$ cat src/uart_lin_pkg.sv
/*
  Shared constants for the serial channel with break-field support:
  register indices, field positions, reset values and encodings.
  Assumes a 32-bit APB slave; byte address of a register is four times its index.
*/
package uart_lin_pkg;

  // ==========================================================
  // Register indices
  // ==========================================================
  localparam logic [31:0] CTL_IDX = 32'h0FFFFAA0;
  localparam logic [31:0] OPT_IDX = 32'hFFFFFAA3;
  localparam logic [31:0] STS_IDX = 32'h0FFFFAA1;
  localparam logic [31:0] TXD_IDX = 32'h0FFFFAA2;
  localparam logic [31:0] RXD_IDX = 32'h0FFFFAA4;
  localparam logic [31:0] BAUD_IDX = 32'h0FFFFAA5;

  // ==========================================================
  // Reset values
  // ==========================================================
  localparam logic [7:0] CTL_RESET = 8'h10;
  localparam logic [7:0] OPT_RESET = 8'h14;
  localparam logic [15:0] BAUD_RESET = 16'h0010;

  // ==========================================================
  // Field positions
  // ==========================================================
  localparam int CTL_OPERATE = 7;
  localparam int CTL_TXE = 6;
  localparam int CTL_RXE = 5;
  localparam int CTL_DIR = 4;
  localparam int CTL_PS_HI = 3;
  localparam int CTL_PS_LO = 2;
  localparam int CTL_CL = 1;
  localparam int CTL_SL = 0;
  localparam int OPT_BRF = 7;
  localparam int OPT_BRT = 6;
  localparam int OPT_BTT = 5;
  localparam int OPT_BLEN_HI = 4;
  localparam int OPT_BLEN_LO = 2;
  localparam int OPT_TXINV = 1;
  localparam int OPT_RXINV = 0;
  localparam int STS_PE = 0;
  localparam int STS_FE = 1;
  localparam int STS_RXV = 2;
  localparam int STS_TXBUSY = 3;
  localparam int STS_BRK = 4;

  // ==========================================================
  // Encodings and timing
  // ==========================================================
  localparam logic [1:0] PAR_NONE = 2'h0;
  localparam logic [1:0] PAR_ZERO = 2'h1;
  localparam logic [1:0] PAR_ODD = 2'h2;
  localparam logic [1:0] PAR_EVEN = 2'h3;
  localparam int EN_LATENCY = 2;
  localparam logic [4:0] BRK_RX_MIN_BITS = 5'h0B;
  localparam logic [4:0] BRK_TX_BASE = 5'h0D;

  // Code 101 gives the shortest break; the codes wrap upward from there.
  function automatic logic [4:0] brk_bits(input logic [2:0] code);
    logic [2:0] step;
    step = code + 3'h3;
    return BRK_TX_BASE + {2'h0, step};
  endfunction

endpackage

$ cat src/uart_lin_tx.sv
/*
  Transmit engine: start, data, optional parity, stop bits, and break fields.
  Assumes divisor >= 1 clocks per bit and that load is ignored while busy.
*/
`timescale 1ns/1ps
`default_nettype none
module uart_lin_tx #(
  parameter int DIV_W = 16
) (
  input wire logic clk,
  input wire logic arst,
  input wire logic active,
  input wire logic [DIV_W-1:0] divisor,
  input wire logic lsb_first,
  input wire logic [1:0] parity,
  input wire logic char8,
  input wire logic stop2,
  input wire logic [7:0] data,
  input wire logic load,
  input wire logic brk_go,
  input wire logic [4:0] brk_len,
  output logic busy,
  output logic line
);
  typedef enum logic [2:0] {TX_IDLE, TX_START, TX_DATA, TX_PAR, TX_STOP, TX_BRK} tx_state_t;
  tx_state_t state_r, state_nxt;
  logic [DIV_W-1:0] cnt_r, cnt_nxt;
  logic [4:0] bit_r, bit_nxt;
  logic [7:0] shf_r, shf_nxt;
  logic line_r, line_nxt;
  logic tick;
  logic [2:0] last;
  logic [7:0] masked;
  logic par_bit;

  // ==========================================================
  // Framing
  // ==========================================================
  assign tick = (cnt_r == divisor - 1'b1);
  assign last = char8 ? 3'h7 : 3'h6;
  assign masked = char8 ? shf_r : {1'b0, shf_r[6:0]};

  always_comb begin
    unique case (parity)
      uart_lin_pkg::PAR_ODD: par_bit = ~^masked;
      uart_lin_pkg::PAR_EVEN: par_bit = ^masked;
      default: par_bit = 1'b0;
    endcase
  end

  function automatic logic pick(input logic [7:0] d, input logic [2:0] i,
                                input logic [2:0] top, input logic lsb);
    logic [2:0] j;
    j = lsb ? i : top - i;
    return d[j];
  endfunction

  always_comb begin
    state_nxt = state_r;
    cnt_nxt = (state_r == TX_IDLE || tick) ? '0 : cnt_r + 1'b1;
    bit_nxt = bit_r;
    shf_nxt = shf_r;
    line_nxt = line_r;
    unique case (state_r)
      TX_IDLE: begin
        line_nxt = 1'b1;
        bit_nxt = '0;
        if (brk_go) begin
          state_nxt = TX_BRK;
          line_nxt = 1'b0;
        end else if (load) begin
          state_nxt = TX_START;
          shf_nxt = data;
          line_nxt = 1'b0;
        end
      end
      TX_START: if (tick) begin
        state_nxt = TX_DATA;
        line_nxt = pick(shf_r, 3'h0, last, lsb_first);
      end
      TX_DATA: if (tick) begin
        if (bit_r[2:0] == last) begin
          bit_nxt = '0;
          state_nxt = (parity == uart_lin_pkg::PAR_NONE) ? TX_STOP : TX_PAR;
          line_nxt = (parity == uart_lin_pkg::PAR_NONE) ? 1'b1 : par_bit;
        end else begin
          bit_nxt = bit_r + 1'b1;
          line_nxt = pick(shf_r, bit_r[2:0] + 3'h1, last, lsb_first);
        end
      end
      TX_PAR: if (tick) begin
        state_nxt = TX_STOP;
        line_nxt = 1'b1;
      end
      TX_STOP: if (tick) begin
        if (stop2 && bit_r == '0) begin
          bit_nxt = 5'h01;
        end else begin
          state_nxt = TX_IDLE;
        end
      end
      TX_BRK: if (tick) begin
        if (bit_r == brk_len - 1'b1) begin
          state_nxt = TX_STOP;
          bit_nxt = 5'h01;
          line_nxt = 1'b1;
        end else begin
          bit_nxt = bit_r + 1'b1;
        end
      end
    endcase
    if (!active) begin
      state_nxt = TX_IDLE;
      line_nxt = 1'b1;
    end
  end

  always_ff @(posedge clk or posedge arst) begin
    if (arst) begin
      state_r <= TX_IDLE;
      cnt_r <= '0;
      bit_r <= '0;
      shf_r <= '0;
      line_r <= 1'b1;
    end else begin
      state_r <= state_nxt;
      cnt_r <= cnt_nxt;
      bit_r <= bit_nxt;
      shf_r <= shf_nxt;
      line_r <= line_nxt;
    end
  end

  assign busy = (state_r != TX_IDLE);
  assign line = line_r;
endmodule
`default_nettype wire

$ cat src/uart_lin_rx.sv
/*
  Receive engine: mid-bit sampling of characters and break-field detection.
  Assumes line is already sampled to clk and corrected for inversion.
*/
`timescale 1ns/1ps
`default_nettype none
module uart_lin_rx #(
  parameter int DIV_W = 16
) (
  input wire logic clk,
  input wire logic arst,
  input wire logic active,
  input wire logic [DIV_W-1:0] divisor,
  input wire logic lsb_first,
  input wire logic [1:0] parity,
  input wire logic char8,
  input wire logic line,
  input wire logic brk_arm,
  output logic [7:0] data,
  output logic done,
  output logic perr,
  output logic ferr,
  output logic brk_busy
);
  typedef enum logic [2:0] {RX_IDLE, RX_START, RX_DATA, RX_PAR, RX_STOP, RX_BRK} rx_state_t;
  rx_state_t state_r, state_nxt;
  logic [DIV_W-1:0] cnt_r, cnt_nxt, target;
  logic [4:0] bit_r, bit_nxt;
  logic [7:0] sh_r, sh_nxt, data_r, data_nxt;
  logic done_r, done_nxt, perr_r, perr_nxt, ferr_r, ferr_nxt;
  logic hit;
  logic [2:0] last, pos;
  logic [7:0] masked;

  // ==========================================================
  // Sampling
  // ==========================================================
  assign target = (state_r == RX_START) ? (divisor >> 1) : divisor - 1'b1;
  assign hit = (cnt_r == target);
  assign last = char8 ? 3'h7 : 3'h6;
  assign pos = lsb_first ? bit_r[2:0] : last - bit_r[2:0];
  assign masked = char8 ? sh_r : {1'b0, sh_r[6:0]};

  always_comb begin
    state_nxt = state_r;
    cnt_nxt = hit ? '0 : cnt_r + 1'b1;
    bit_nxt = bit_r;
    sh_nxt = sh_r;
    data_nxt = data_r;
    done_nxt = 1'b0;
    perr_nxt = 1'b0;
    ferr_nxt = 1'b0;
    unique case (state_r)
      RX_IDLE: begin
        cnt_nxt = '0;
        bit_nxt = '0;
        sh_nxt = '0;
        if (brk_arm) begin
          state_nxt = RX_BRK;
        end else if (!line) begin
          state_nxt = RX_START;
        end
      end
      RX_START: if (hit) begin
        state_nxt = line ? RX_IDLE : RX_DATA;
      end
      RX_DATA: if (hit) begin
        sh_nxt[pos] = line;
        bit_nxt = bit_r + 1'b1;
        if (bit_r[2:0] == last) begin
          state_nxt = (parity == uart_lin_pkg::PAR_NONE) ? RX_STOP : RX_PAR;
        end
      end
      RX_PAR: if (hit) begin
        state_nxt = RX_STOP;
        if (parity == uart_lin_pkg::PAR_ODD) begin
          perr_nxt = (line != ~^masked);
        end else if (parity == uart_lin_pkg::PAR_EVEN) begin
          perr_nxt = (line != ^masked);
        end
      end
      RX_STOP: if (hit) begin
        state_nxt = RX_IDLE;
        ferr_nxt = !line;
        data_nxt = sh_r;
        done_nxt = 1'b1;
      end
      RX_BRK: begin
        if (line) begin
          cnt_nxt = '0;
          bit_nxt = '0;
          if (bit_r >= uart_lin_pkg::BRK_RX_MIN_BITS) begin
            state_nxt = RX_IDLE;
          end
        end else if (hit && bit_r != 5'h1F) begin
          bit_nxt = bit_r + 1'b1;
        end
      end
    endcase
    if (!active) begin
      state_nxt = RX_IDLE;
    end
  end

  always_ff @(posedge clk or posedge arst) begin
    if (arst) begin
      state_r <= RX_IDLE;
      cnt_r <= '0;
      bit_r <= '0;
      sh_r <= '0;
      data_r <= '0;
      done_r <= 1'b0;
      perr_r <= 1'b0;
      ferr_r <= 1'b0;
    end else begin
      state_r <= state_nxt;
      cnt_r <= cnt_nxt;
      bit_r <= bit_nxt;
      sh_r <= sh_nxt;
      data_r <= data_nxt;
      done_r <= done_nxt;
      perr_r <= perr_nxt;
      ferr_r <= ferr_nxt;
    end
  end

  // A short low pulse while armed restarts the count and keeps the flag up.
  assign brk_busy = (state_r == RX_BRK);
  assign data = data_r;
  assign done = done_r;
  assign perr = perr_r;
  assign ferr = ferr_r;
endmodule
`default_nettype wire

$ cat src/uart_lin_ctrl.sv
/*
  Top of the serial channel: APB register file, operate and enable control,
  start-up latency, line inversion, and the transmit and receive engines.
  Assumes a zero-wait APB master and synchronous rx_line.
*/
// Decided for this implementation: the APB slave port.
`timescale 1ns/1ps
`default_nettype none
module uart_lin_ctrl #(
  parameter int DIV_W = 16
) (
  input wire logic clk,
  input wire logic rst,
  input wire logic psel,
  input wire logic penable,
  input wire logic pwrite,
  input wire logic [31:0] paddr,
  input wire logic [31:0] pwdata,
  input wire logic [3:0] pstrb,
  output logic [31:0] prdata,
  output logic pready,
  output logic pslverr,
  input wire logic rx_line,
  output logic tx_line
);

  // ==========================================================
  // Bus decode
  // ==========================================================
  logic [29:0] word;
  logic hit_ctl, hit_opt, hit_sts, hit_txd, hit_rxd, hit_baud, hit_any;
  logic access, wr0, wr1, rd;

  assign word = paddr[31:2];
  assign hit_ctl = (word == uart_lin_pkg::CTL_IDX[29:0]);
  assign hit_opt = (word == uart_lin_pkg::OPT_IDX[29:0]);
  assign hit_sts = (word == uart_lin_pkg::STS_IDX[29:0]);
  assign hit_txd = (word == uart_lin_pkg::TXD_IDX[29:0]);
  assign hit_rxd = (word == uart_lin_pkg::RXD_IDX[29:0]);
  assign hit_baud = (word == uart_lin_pkg::BAUD_IDX[29:0]);
  assign hit_any = hit_ctl | hit_opt | hit_sts | hit_txd | hit_rxd | hit_baud;
  assign access = psel & penable & hit_any;
  assign wr0 = access & pwrite & pstrb[0];
  assign wr1 = access & pwrite & pstrb[1];
  assign rd = access & ~pwrite;

  // Every access completes in its first access cycle.
  assign pready = 1'b1;
  assign pslverr = psel & penable & ~hit_any;

  // ==========================================================
  // Software registers
  // ==========================================================
  logic [7:0] ctl_r, ctl_nxt;
  logic [4:0] opt_r, opt_nxt;
  logic [DIV_W-1:0] baud_r, baud_nxt;
  logic [7:0] txd_r, txd_nxt;
  logic load_r, load_nxt;
  logic btx_r, btx_nxt;
  logic brx_r, brx_nxt;
  logic tx_line_r, tx_line_nxt;
  logic operate, txe, rxe;
  logic tx_act, rx_act;
  logic tx_raw, tx_busy, brk_busy;

  assign operate = ctl_r[uart_lin_pkg::CTL_OPERATE];
  assign txe = ctl_r[uart_lin_pkg::CTL_TXE];
  assign rxe = ctl_r[uart_lin_pkg::CTL_RXE];

  always_comb begin
    ctl_nxt = ctl_r;
    opt_nxt = opt_r;
    baud_nxt = baud_r;
    txd_nxt = txd_r;
    load_nxt = 1'b0;
    btx_nxt = 1'b0;
    brx_nxt = 1'b0;
    if (wr0 && hit_ctl) begin
      ctl_nxt = pwdata[7:0];
    end
    if (wr0 && hit_opt) begin
      opt_nxt = pwdata[4:0];
      brx_nxt = pwdata[uart_lin_pkg::OPT_BRT] & rx_act;
      btx_nxt = pwdata[uart_lin_pkg::OPT_BTT] & tx_act;
    end
    if (wr0 && hit_txd) begin
      txd_nxt = pwdata[7:0];
      load_nxt = tx_act;
    end
    if (hit_baud) begin
      if (wr0) begin
        baud_nxt[7:0] = pwdata[7:0];
      end
      if (wr1) begin
        baud_nxt[DIV_W-1:8] = pwdata[DIV_W-1:8];
      end
    end
    if (operate) begin
      tx_line_nxt = tx_raw ^ opt_r[uart_lin_pkg::OPT_TXINV];
    end else begin
      tx_line_nxt = ~opt_r[uart_lin_pkg::OPT_TXINV];
    end
  end

  always_ff @(posedge clk or posedge rst) begin
    if (rst) begin
      ctl_r <= uart_lin_pkg::CTL_RESET;
      opt_r <= uart_lin_pkg::OPT_RESET[4:0];
      baud_r <= DIV_W'(uart_lin_pkg::BAUD_RESET);
      txd_r <= '0;
      load_r <= 1'b0;
      btx_r <= 1'b0;
      brx_r <= 1'b0;
      tx_line_r <= 1'b1;
    end else begin
      ctl_r <= ctl_nxt;
      opt_r <= opt_nxt;
      baud_r <= baud_nxt;
      txd_r <= txd_nxt;
      load_r <= load_nxt;
      btx_r <= btx_nxt;
      brx_r <= brx_nxt;
      tx_line_r <= tx_line_nxt;
    end
  end

  assign tx_line = tx_line_r;

  // ==========================================================
  // Operate reset and enable latency
  // ==========================================================
  // The channel reset is the OR of rst and the inverted operate bit.
  logic core_rst;
  assign core_rst = rst | ~operate;

  logic [1:0] tx_dly_r, tx_dly_nxt;
  logic [1:0] rx_dly_r, rx_dly_nxt;
  logic rx_in_r, rx_in_nxt;

  always_comb begin
    tx_dly_nxt = {tx_dly_r[0], txe};
    rx_dly_nxt = {rx_dly_r[0], rxe};
    rx_in_nxt = rx_line ^ opt_r[uart_lin_pkg::OPT_RXINV];
  end

  always_ff @(posedge clk or posedge core_rst) begin
    if (core_rst) begin
      tx_dly_r <= '0;
      rx_dly_r <= '0;
      rx_in_r <= 1'b1;
    end else begin
      tx_dly_r <= tx_dly_nxt;
      rx_dly_r <= rx_dly_nxt;
      rx_in_r <= rx_in_nxt;
    end
  end

  // Clearing an enable drops activity at once; setting it waits two edges.
  assign tx_act = tx_dly_r[uart_lin_pkg::EN_LATENCY-1] & txe;
  assign rx_act = rx_dly_r[uart_lin_pkg::EN_LATENCY-1] & rxe;

  // ==========================================================
  // Engines
  // ==========================================================
  logic [7:0] rx_data;
  logic rx_done, rx_perr, rx_ferr;

  uart_lin_tx #(
    .DIV_W(DIV_W)
  ) u_tx (
    .clk(clk),
    .arst(core_rst),
    .active(tx_act),
    .divisor(baud_r),
    .lsb_first(ctl_r[uart_lin_pkg::CTL_DIR]),
    .parity(ctl_r[uart_lin_pkg::CTL_PS_HI:uart_lin_pkg::CTL_PS_LO]),
    .char8(ctl_r[uart_lin_pkg::CTL_CL]),
    .stop2(ctl_r[uart_lin_pkg::CTL_SL]),
    .data(txd_r),
    .load(load_r),
    .brk_go(btx_r),
    .brk_len(uart_lin_pkg::brk_bits(opt_r[uart_lin_pkg::OPT_BLEN_HI:uart_lin_pkg::OPT_BLEN_LO])),
    .busy(tx_busy),
    .line(tx_raw)
  );

  uart_lin_rx #(
    .DIV_W(DIV_W)
  ) u_rx (
    .clk(clk),
    .arst(core_rst),
    .active(rx_act),
    .divisor(baud_r),
    .lsb_first(ctl_r[uart_lin_pkg::CTL_DIR]),
    .parity(ctl_r[uart_lin_pkg::CTL_PS_HI:uart_lin_pkg::CTL_PS_LO]),
    .char8(ctl_r[uart_lin_pkg::CTL_CL]),
    .line(rx_in_r),
    .brk_arm(brx_r),
    .data(rx_data),
    .done(rx_done),
    .perr(rx_perr),
    .ferr(rx_ferr),
    .brk_busy(brk_busy)
  );

  // ==========================================================
  // Receive status
  // ==========================================================
  logic pe_r, pe_nxt, fe_r, fe_nxt, rxv_r, rxv_nxt;
  logic [7:0] rxd_r, rxd_nxt;
  logic sts_wr;

  assign sts_wr = wr0 & hit_sts;

  // A hardware set in the same cycle as a software clear wins.
  always_comb begin
    pe_nxt = pe_r & ~(sts_wr & ~pwdata[uart_lin_pkg::STS_PE]);
    fe_nxt = fe_r & ~(sts_wr & ~pwdata[uart_lin_pkg::STS_FE]);
    rxv_nxt = rxv_r & ~(rd & hit_rxd);
    rxd_nxt = rxd_r;
    if (rx_perr) begin
      pe_nxt = 1'b1;
    end
    if (rx_ferr) begin
      fe_nxt = 1'b1;
    end
    if (rx_done) begin
      rxv_nxt = 1'b1;
      rxd_nxt = rx_data;
    end
    if (!rxe) begin
      pe_nxt = 1'b0;
      fe_nxt = 1'b0;
    end
  end

  always_ff @(posedge clk or posedge core_rst) begin
    if (core_rst) begin
      pe_r <= 1'b0;
      fe_r <= 1'b0;
      rxv_r <= 1'b0;
      rxd_r <= '0;
    end else begin
      pe_r <= pe_nxt;
      fe_r <= fe_nxt;
      rxv_r <= rxv_nxt;
      rxd_r <= rxd_nxt;
    end
  end

  // ==========================================================
  // Read data
  // ==========================================================
  logic brk_flag;
  assign brk_flag = brk_busy & rxe & operate;

  always_comb begin
    prdata = '0;
    if (rd) begin
      if (hit_ctl) begin
        prdata[7:0] = ctl_r;
      end
      if (hit_opt) begin
        prdata[uart_lin_pkg::OPT_BRF] = brk_flag;
        prdata[4:0] = opt_r;
      end
      if (hit_sts) begin
        prdata[uart_lin_pkg::STS_PE] = pe_r;
        prdata[uart_lin_pkg::STS_FE] = fe_r;
        prdata[uart_lin_pkg::STS_RXV] = rxv_r;
        prdata[uart_lin_pkg::STS_TXBUSY] = tx_busy;
        prdata[uart_lin_pkg::STS_BRK] = brk_flag;
      end
      if (hit_txd) begin
        prdata[7:0] = txd_r;
      end
      if (hit_rxd) begin
        prdata[7:0] = rxd_r;
      end
      if (hit_baud) begin
        prdata[DIV_W-1:0] = baud_r;
      end
    end
  end

endmodule
`default_nettype wire

$ cat config.mk
export PLATFORM = sky130hd
export DESIGN_NAME = uart_lin_ctrl
export DESIGN_NICKNAME = d
export VERILOG_FILES = /design/src/uart_lin_pkg.sv /design/src/uart_lin_tx.sv /design/src/uart_lin_rx.sv /design/src/uart_lin_ctrl.sv
export SDC_FILE = /design/constraint.sdc
export NUM_CORES = 1
export LEC_CHECK = 0
export BUFFER_PORTS_ARGS = -buffer_cell sky130_fd_sc_hd__buf_2
export CAP_MARGIN = 15
export CELL_PAD_IN_SITES_DETAIL_PLACEMENT = 0
export CELL_PAD_IN_SITES_GLOBAL_PLACEMENT = 1
export CORE_MARGIN = 3
export CORE_UTILIZATION = 46
export CTS_BUF_LIST = sky130_fd_sc_hd__clkbuf_16
export DETAILED_ROUTE_END_ITERATION = 12
export GPL_TIMING_DRIVEN = 0
export PLACE_DENSITY_LB_ADDON = 0.1
export REMOVE_ABC_BUFFERS = 1
export SKIP_LAST_GASP = 1
export SLEW_MARGIN = 15
export SYNTH_ARGS = -nofsm -noshare
export SYNTH_HDL_FRONTEND = slang
export SYNTH_HIERARCHICAL = 1
export SYNTH_SLANG_ARGS = --single-unit
$ cat constraint.sdc
create_clock -name clk -period 3.55 [get_ports clk]
set_clock_uncertainty 0.2 [all_clocks]
set_input_delay 0.71 -clock clk [delete_from_list [all_inputs] [get_ports clk]]
set_output_delay 0.71 -clock clk [all_outputs]
set_load 0.01 [all_outputs]
Yosys cells after proc, flatten, opt, wreduce, memory -nomap -nowiden:

Index checks and enable logic that the tools add are counted.

* flip-flop bits (word level): 133
* ROM bits: 0
* output and inout bits: 35
* bits in latches: 0
* memory bits (writable): 0
* memories: 0

* divide/modulo/power cells: 0
* reductions and logical operators: 30
* shift-type cells: 0
* equality and inequality tests: 50
* muxes and demuxes: 93
* add/sub/neg operators: 11
* $mul: 0
* $lt $le $gt $ge: 5
* bitwise logic cells: 38

Operator list (count)
* equality test 30 x 28 -> 1 bit (second input constant): 5
* 2-to-1 mux 16 bit: 6
* 2-to-1 mux 3 bit: 25
* 2-to-1 mux 5 bit: 11
* 2-to-1 mux 8 bit: 6
* inequality test 3 x 2 -> 1 bit (second input constant): 14
* case mux 3 bit (6 select lines): 2
* adder 16 x 1 -> 16 bit (second input constant): 2
* equality test 16 bit: 2
* 2-to-1 mux 1 bit: 32
* case mux 16 bit (2 select lines): 1
* equality test 30 bit (second input constant): 1
* AND 1 bit: 20
* case mux 5 bit (4 select lines): 1
* case mux 8 bit (2 select lines): 1
* XNOR reduction 8 bit: 2
* XOR reduction 8 bit: 2
* subtractor 16 x 1 -> 16 bit (second input constant): 1
* case mux 5 bit (3 select lines): 1
* equality test 3 x 2 -> 1 bit (second input constant): 4
* equality test 3 bit (second input constant): 4
* less-than comparator 3 x 4 -> 1 bit (second input constant): 3
* adder 5 x 1 -> 5 bit (second input constant): 2
* inequality test 2 x 1 -> 1 bit (second input constant): 5
* 41 further kinds: 74

Depth between registers and ports, before layout:

* depth in word-level cells: 15
* depth in mapped cells: 15
* depth with buffers taken out: 15

Cells and area by module:

Netlist, hierarchy kept.

By module, submodules not included
* uart_lin_rx: times used 1, sequential area each 1076.0 um2, area an instance 3364.5 um2, cells an instance 410
* uart_lin_ctrl: times used 1, sequential area each 1433.9 um2, area an instance 3110.5 um2, cells an instance 273
* uart_lin_tx: times used 1, sequential area each 827.0 um2, area an instance 2875.3 um2, cells an instance 332

Least setup slack after synthesis:

No wires, ideal clock.

* kind: register to register
* start point: register baud_r[0]
* end point: register u_rx.data_r[0] (netlist: u_rx/data[0])
* slack: 43 ps
* period minus slack after synthesis: 3507 ps
* arrival: 3182 ps
* cell stages (with the launch flop): 12
* data required time: 3225 ps
* path through: dfrtp_1 inv_1 ha_1 or4b_1 buf_2 or4b_2 xor2_1 o21ai_0 nor3_1 o2111ai_1 nor2_2 mux2_2

* cells in the longest elaborated chain, start to end: 4

RTL lines
* from (decl): RTL line uart_lin_ctrl.sv:56 `logic [DIV_W-1:0] baud_r, baud_nxt;`
* from (signal assigned): RTL line uart_lin_ctrl.sv:109 `baud_r <= DIV_W'(uart_lin_pkg::BAUD_RESET);`
* from (signal assigned): RTL line uart_lin_ctrl.sv:118 `baud_r <= baud_nxt;`
* subtractor 16 x 1 -> 16 bit: RTL line uart_lin_rx.sv:38 `assign target = (state_r == RX_START) ? (divisor >> 1) : divisor - 1'b1;`
* 2-to-1 mux 16 bit: RTL line uart_lin_rx.sv:38
* equality test 16 bit: RTL line uart_lin_rx.sv:39 `assign hit = (cnt_r == target);`
* AND reduction 2 bit (no line)
* to (signal assigned): RTL line uart_lin_rx.sv:120 `data_r <= data_nxt;`
* to (decl): RTL line uart_lin_rx.sv:29 `logic [7:0] sh_r, sh_nxt, data_r, data_nxt;`

No other way between the ends.
A chain may end at the register's enable or synchronous reset.

Worst setup path after layout:

* start point: register baud_r[0]
* end point: register u_rx.data_r[5] (netlist: u_rx/data[5])

The elaborated chain is that of the path after synthesis.

==> results.md <==
* Number of enable-type register cells in the synthesized netlist at 0
* Depth of the worst register-to-register path at 12
* Clock slew at the register clock pins of the worst setup and hold paths at 0.06 ns
* Status: complete, but fails checks
* Reg-to-Reg End: u_rx/data[5]$_DFFE_PP0P_
* Number of iterations in the first detailed-routing pass at 7
* WL per Instance at 19.37 um
* Number of synthesized register bits at 133
* Class of the tightest hold or removal check: primary input to async pin
* Global-route usage over all layers at 24.41%
* Synth Area per Inst at 9.212 um2
* CTS Sinks at 133
* Main flop type after synthesis: sky130_fd_sc_hd__dfrtp_1
* Slew of the pin with the lowest slew margin at 0.7381 ns
* Nature of the critical path endpoint: flop
* Estimated wirelength of the detail-placed design at 17.99 mm
* Setup slack, reg-to-reg at -0.02 ns
* Clock network power share at 53.7%
* Final weighted congestion of routability-driven global placement at 0.8551
* Synth top area share at 33.72%
* Switching part of the total at 23.39%
* Initial core utilization at 47.42%
* Library cell with the highest instance count after synthesis: sky130_fd_sc_hd__dfrtp_1
* Synth Instances at 1015
* Final core area utilization at 57.79%
* I/O pin count at 109
* H-Tree Depth at 4
* Beginning of the worst register-to-register path: baud_r[0]$_DFFE_PP0P_
* Number of standard-cell rows in the floorplan at 51
* Final WS setup at -0.02082 ns
* Total gr overflow at 0
* Most frequent cells after synthesis: 126 x sky130_fd_sc_hd__dfrtp_1, 99 x sky130_fd_sc_hd__nor2_1, 68 x sky130_fd_sc_hd__nand2_1
* # DRC at 0
* CTS tree: yes
* Leakage dissipation at 0.004961 uW
* Violations in the final reports: setup timing
* Count of buffers from port buffering at 71
* Sw power at 817.6 uW
* Total wirelength of the detailed-routed design at 27.06 mm
* Height of the die at 148.6 um
* Number of CTS-inserted buffers at 17
* Number of DRC violations after detailed-routing iteration 0 at 570
* DR vias at 8152
* Pin count of the biggest net entering global routing at 34
* Final #Nets at 1209
* Vias in the first global route at 7823
* Asr flop ratio synth at 100.0%
* Number of hold-slack violations in the final timing report at 0
* Category of the critical setup timing path: flop to flop
* Share of power burned in registers at 43.5%
* Area growth from synthesis to layout at 21.87%
* Clk_lat worst skew at 0.43 ns
* Core outline area at 19720 um2
* Part of the Yosys area used for sequential elements at 35.69%
* Cell area after technology mapping at 9350 um2
* Max-slew headroom at the worst pin at 50.72%
* Crit path DAT at 3.68 ns
* Min Clock Period, post-route at 3.571 ns
* Die boundary width at 148.6 um
* Post-route standard cell area excluding fillers at 11390 um2
* Count of endpoints failing setup in the final report at 9
* Startpoint kind of the worst setup timing path: flop
* Worst Path Required at 3.66 ns
* ANT nets after route at 0
* Area enclosed by the die boundary at 22070 um2
* Yosys Warn Count at 6
* Maximum resistive drop on vdd at 0.0003069 V
* Initial antenna violation count at 0
* Cell at the root of the clock tree: sky130_fd_sc_hd__clkbuf_16
* Final cycle utilization of the critical path at 100.6%
* Count of distinct cell types in the synthesized netlist at 96
* Layout cells sized above 1 at 29.86%
* Max Transition Viols Final at 0
* Top cell type by total area after synthesis: sky130_fd_sc_hd__dfrtp_1
* Internal Dissipation at 2678 uW
* Fill cell total of the finished layout at 1747
* Dominant cells by area after synthesis: sky130_fd_sc_hd__dfrtp_1 34%, sky130_fd_sc_hd__mux2_2 7.0%, sky130_fd_sc_hd__xnor2_1 5.1%
* Wire length of the first global-routing pass at 42.89 mm
* Unrepaired setup endpoints after global routing: yes
* Highest net fanout along the worst path at 6
* PwrDens at 306.8 nW/um2
* Number of antenna diodes at 0
* Maximum count of clock buffers along a single path at 2
* # Max-Cap Violations at 0
* Highest clock frequency the design can meet at 280.0 MHz
* Placement Cell Area at 9791 um2
* Combinational share of power at 2.8%
* Number of vias per cell after detailed routing at 5.835
## cell families (layout without fill, tap and decap cells)
logic type / Yosys count / count (layout) / share of synthesized area (%)
AO/OA/AOI/OAI: 175 / 177 / 13.30
XOR/XNOR: 95 / 95 / 9.059
adder cells (fa/ha/maj): 16 / 16 / 2.141
buffers and inverters: 109 / 207 / 5.901
flip-flops: 133 / 133 / 35.69
multiplexers: 80 / 80 / 9.688
other: 2 / 17 / 0.08032
AND/OR/NAND/NOR: 405 / 407 / 24.14
## cell type report
type | count | area, um2 | share of cell area, %
Multi-Input combinational cell | 792 | 5969 | 52.39
Timing Repair Buffer | 133 | 955.9 | 8.389
Tap cell | 265 | 331.6 | 2.910
Clock inverter | 15 | 192.7 | 1.691
Sequential cell | 133 | 3361 | 29.49
Clock buffer | 17 | 425.4 | 3.733
Inverter | 42 | 158.9 | 1.395
## critical path, cell delays in order (launching register included)
cell                        delay (ns)
sky130_fd_sc_hd__dfrtp_2          0.43
sky130_fd_sc_hd__buf_8            0.14
sky130_fd_sc_hd__or4_4            0.58
sky130_fd_sc_hd__nor3_4           0.21
sky130_fd_sc_hd__xnor2_1          0.10
sky130_fd_sc_hd__a221o_1          0.40
sky130_fd_sc_hd__a2111oi_4        0.33
sky130_fd_sc_hd__buf_6            0.17
sky130_fd_sc_hd__o2111ai_4        0.19
sky130_fd_sc_hd__nor2_4           0.18
sky130_fd_sc_hd__buf_12           0.12
sky130_fd_sc_hd__buf_12           0.11
sky130_fd_sc_hd__mux2_4           0.29
## flip-flops by register name, indices dropped and copies added, names as in the netlist, 2 cells and up
name and flops:
txd_r 8, u_tx/cnt_r 16, u_rx/state_r 3, u_tx/state_r 3, rx_dly_r 2, u_rx/sh_r 8, u_rx/data 8, baud_r 16
ctl_r 8, u_rx/bit_r 5, u_tx/shf_r 8, tx_dly_r 2, rxd_r 8, opt_r 5, u_tx/bit_r 5, u_rx/cnt_r 16
## repair_timing
action                                  4_1_cts  5_1_grt
pin swaps                                    12       29
hold endpoints to repair                      0        0
endpoints found under the setup margin       81       62
setup buffers                                38       19
hold buffers                                  0        0
gates resized for setup                      50       60
cloned                                        2        3
## power by group through the flow
stage	Clock, uW	Sequential, uW	Combinational [uW]
4_1_cts	1900	1520	96.4
3_3_place_gp	0	1550	92.5
2_1_floorplan	0	1550	39.6
3_5_place_dp	0	1550	95.1
6_report	1880	1520	98.3
5_1_grt	1970	1520	109
## worst max-delay path by stage
stage                           from                       end  cells past startpoint
3_5_place_dp   baud_r[0]$_DFFE_PP0P_  u_rx/data[0]$_DFFE_PP0P_                     10
6_report       baud_r[0]$_DFFE_PP0P_  u_rx/data[5]$_DFFE_PP0P_                     12
2_1_floorplan  baud_r[0]$_DFFE_PP0P_  u_rx/cnt_r[10]$_DFF_PP0_                     10
3_3_place_gp   baud_r[0]$_DFFE_PP0P_  u_rx/cnt_r[15]$_DFF_PP0_                     10
4_1_cts        baud_r[0]$_DFFE_PP0P_  u_rx/data[0]$_DFFE_PP0P_                     13
5_1_grt        baud_r[0]$_DFFE_PP0P_  u_rx/data[3]$_DFFE_PP0P_                     12
## cells in the final DEF (no fill, tap or decap), drive strengths merged, types with 14 or more instances in the layout
master | synthesis | layout
and3 | 22 | 22
nand3 | 46 | 46
inv | 41 | 47
xnor2 | 54 | 54
xor2 | 40 | 40
ha | 16 | 16
dfrtp | 126 | 126
nand4 | 24 | 25
conb | 2 | 17
nor3 | 26 | 26
nor2 | 102 | 102
a21oi | 39 | 39
clkbuf | 28 | 17
buf | 39 | 133
and2 | 16 | 16
mux2 | 64 | 64
nor4 | 18 | 19
mux2i | 14 | 14
nand2b | 15 | 15
o21ai | 23 | 23
nand2 | 69 | 69
## routing by layer
layer  track usage [%]  routed length, um
met5                 0                  0
met4             6.513                419
met3             4.814               1649
met1             34.68              12470
met2             38.26              12520
## through the flow
step / cells / worst slack [ns] / hold slack [ns] / TNS (ns) / power (uW)
global placement: 1299 / -2.298 / 0.1330 / -129.62 / 1640
global route: 1397 / -0.09338 / 0.04146 / -1.206 / 3599
detailed placement: 1303 / -1.020 / 0.1373 / -40.61 / 1643
floorplan: 963 / -0.9427 / 0.1312 / -33.14 / 1586
CTS: 1375 / -0.03672 / 0.03876 / -0.2552 / 3519
finish: 1397 / -0.02082 / 0.04494 / -0.1186 / 3495
Note: power is estimated with default switching activity, not from simulation.
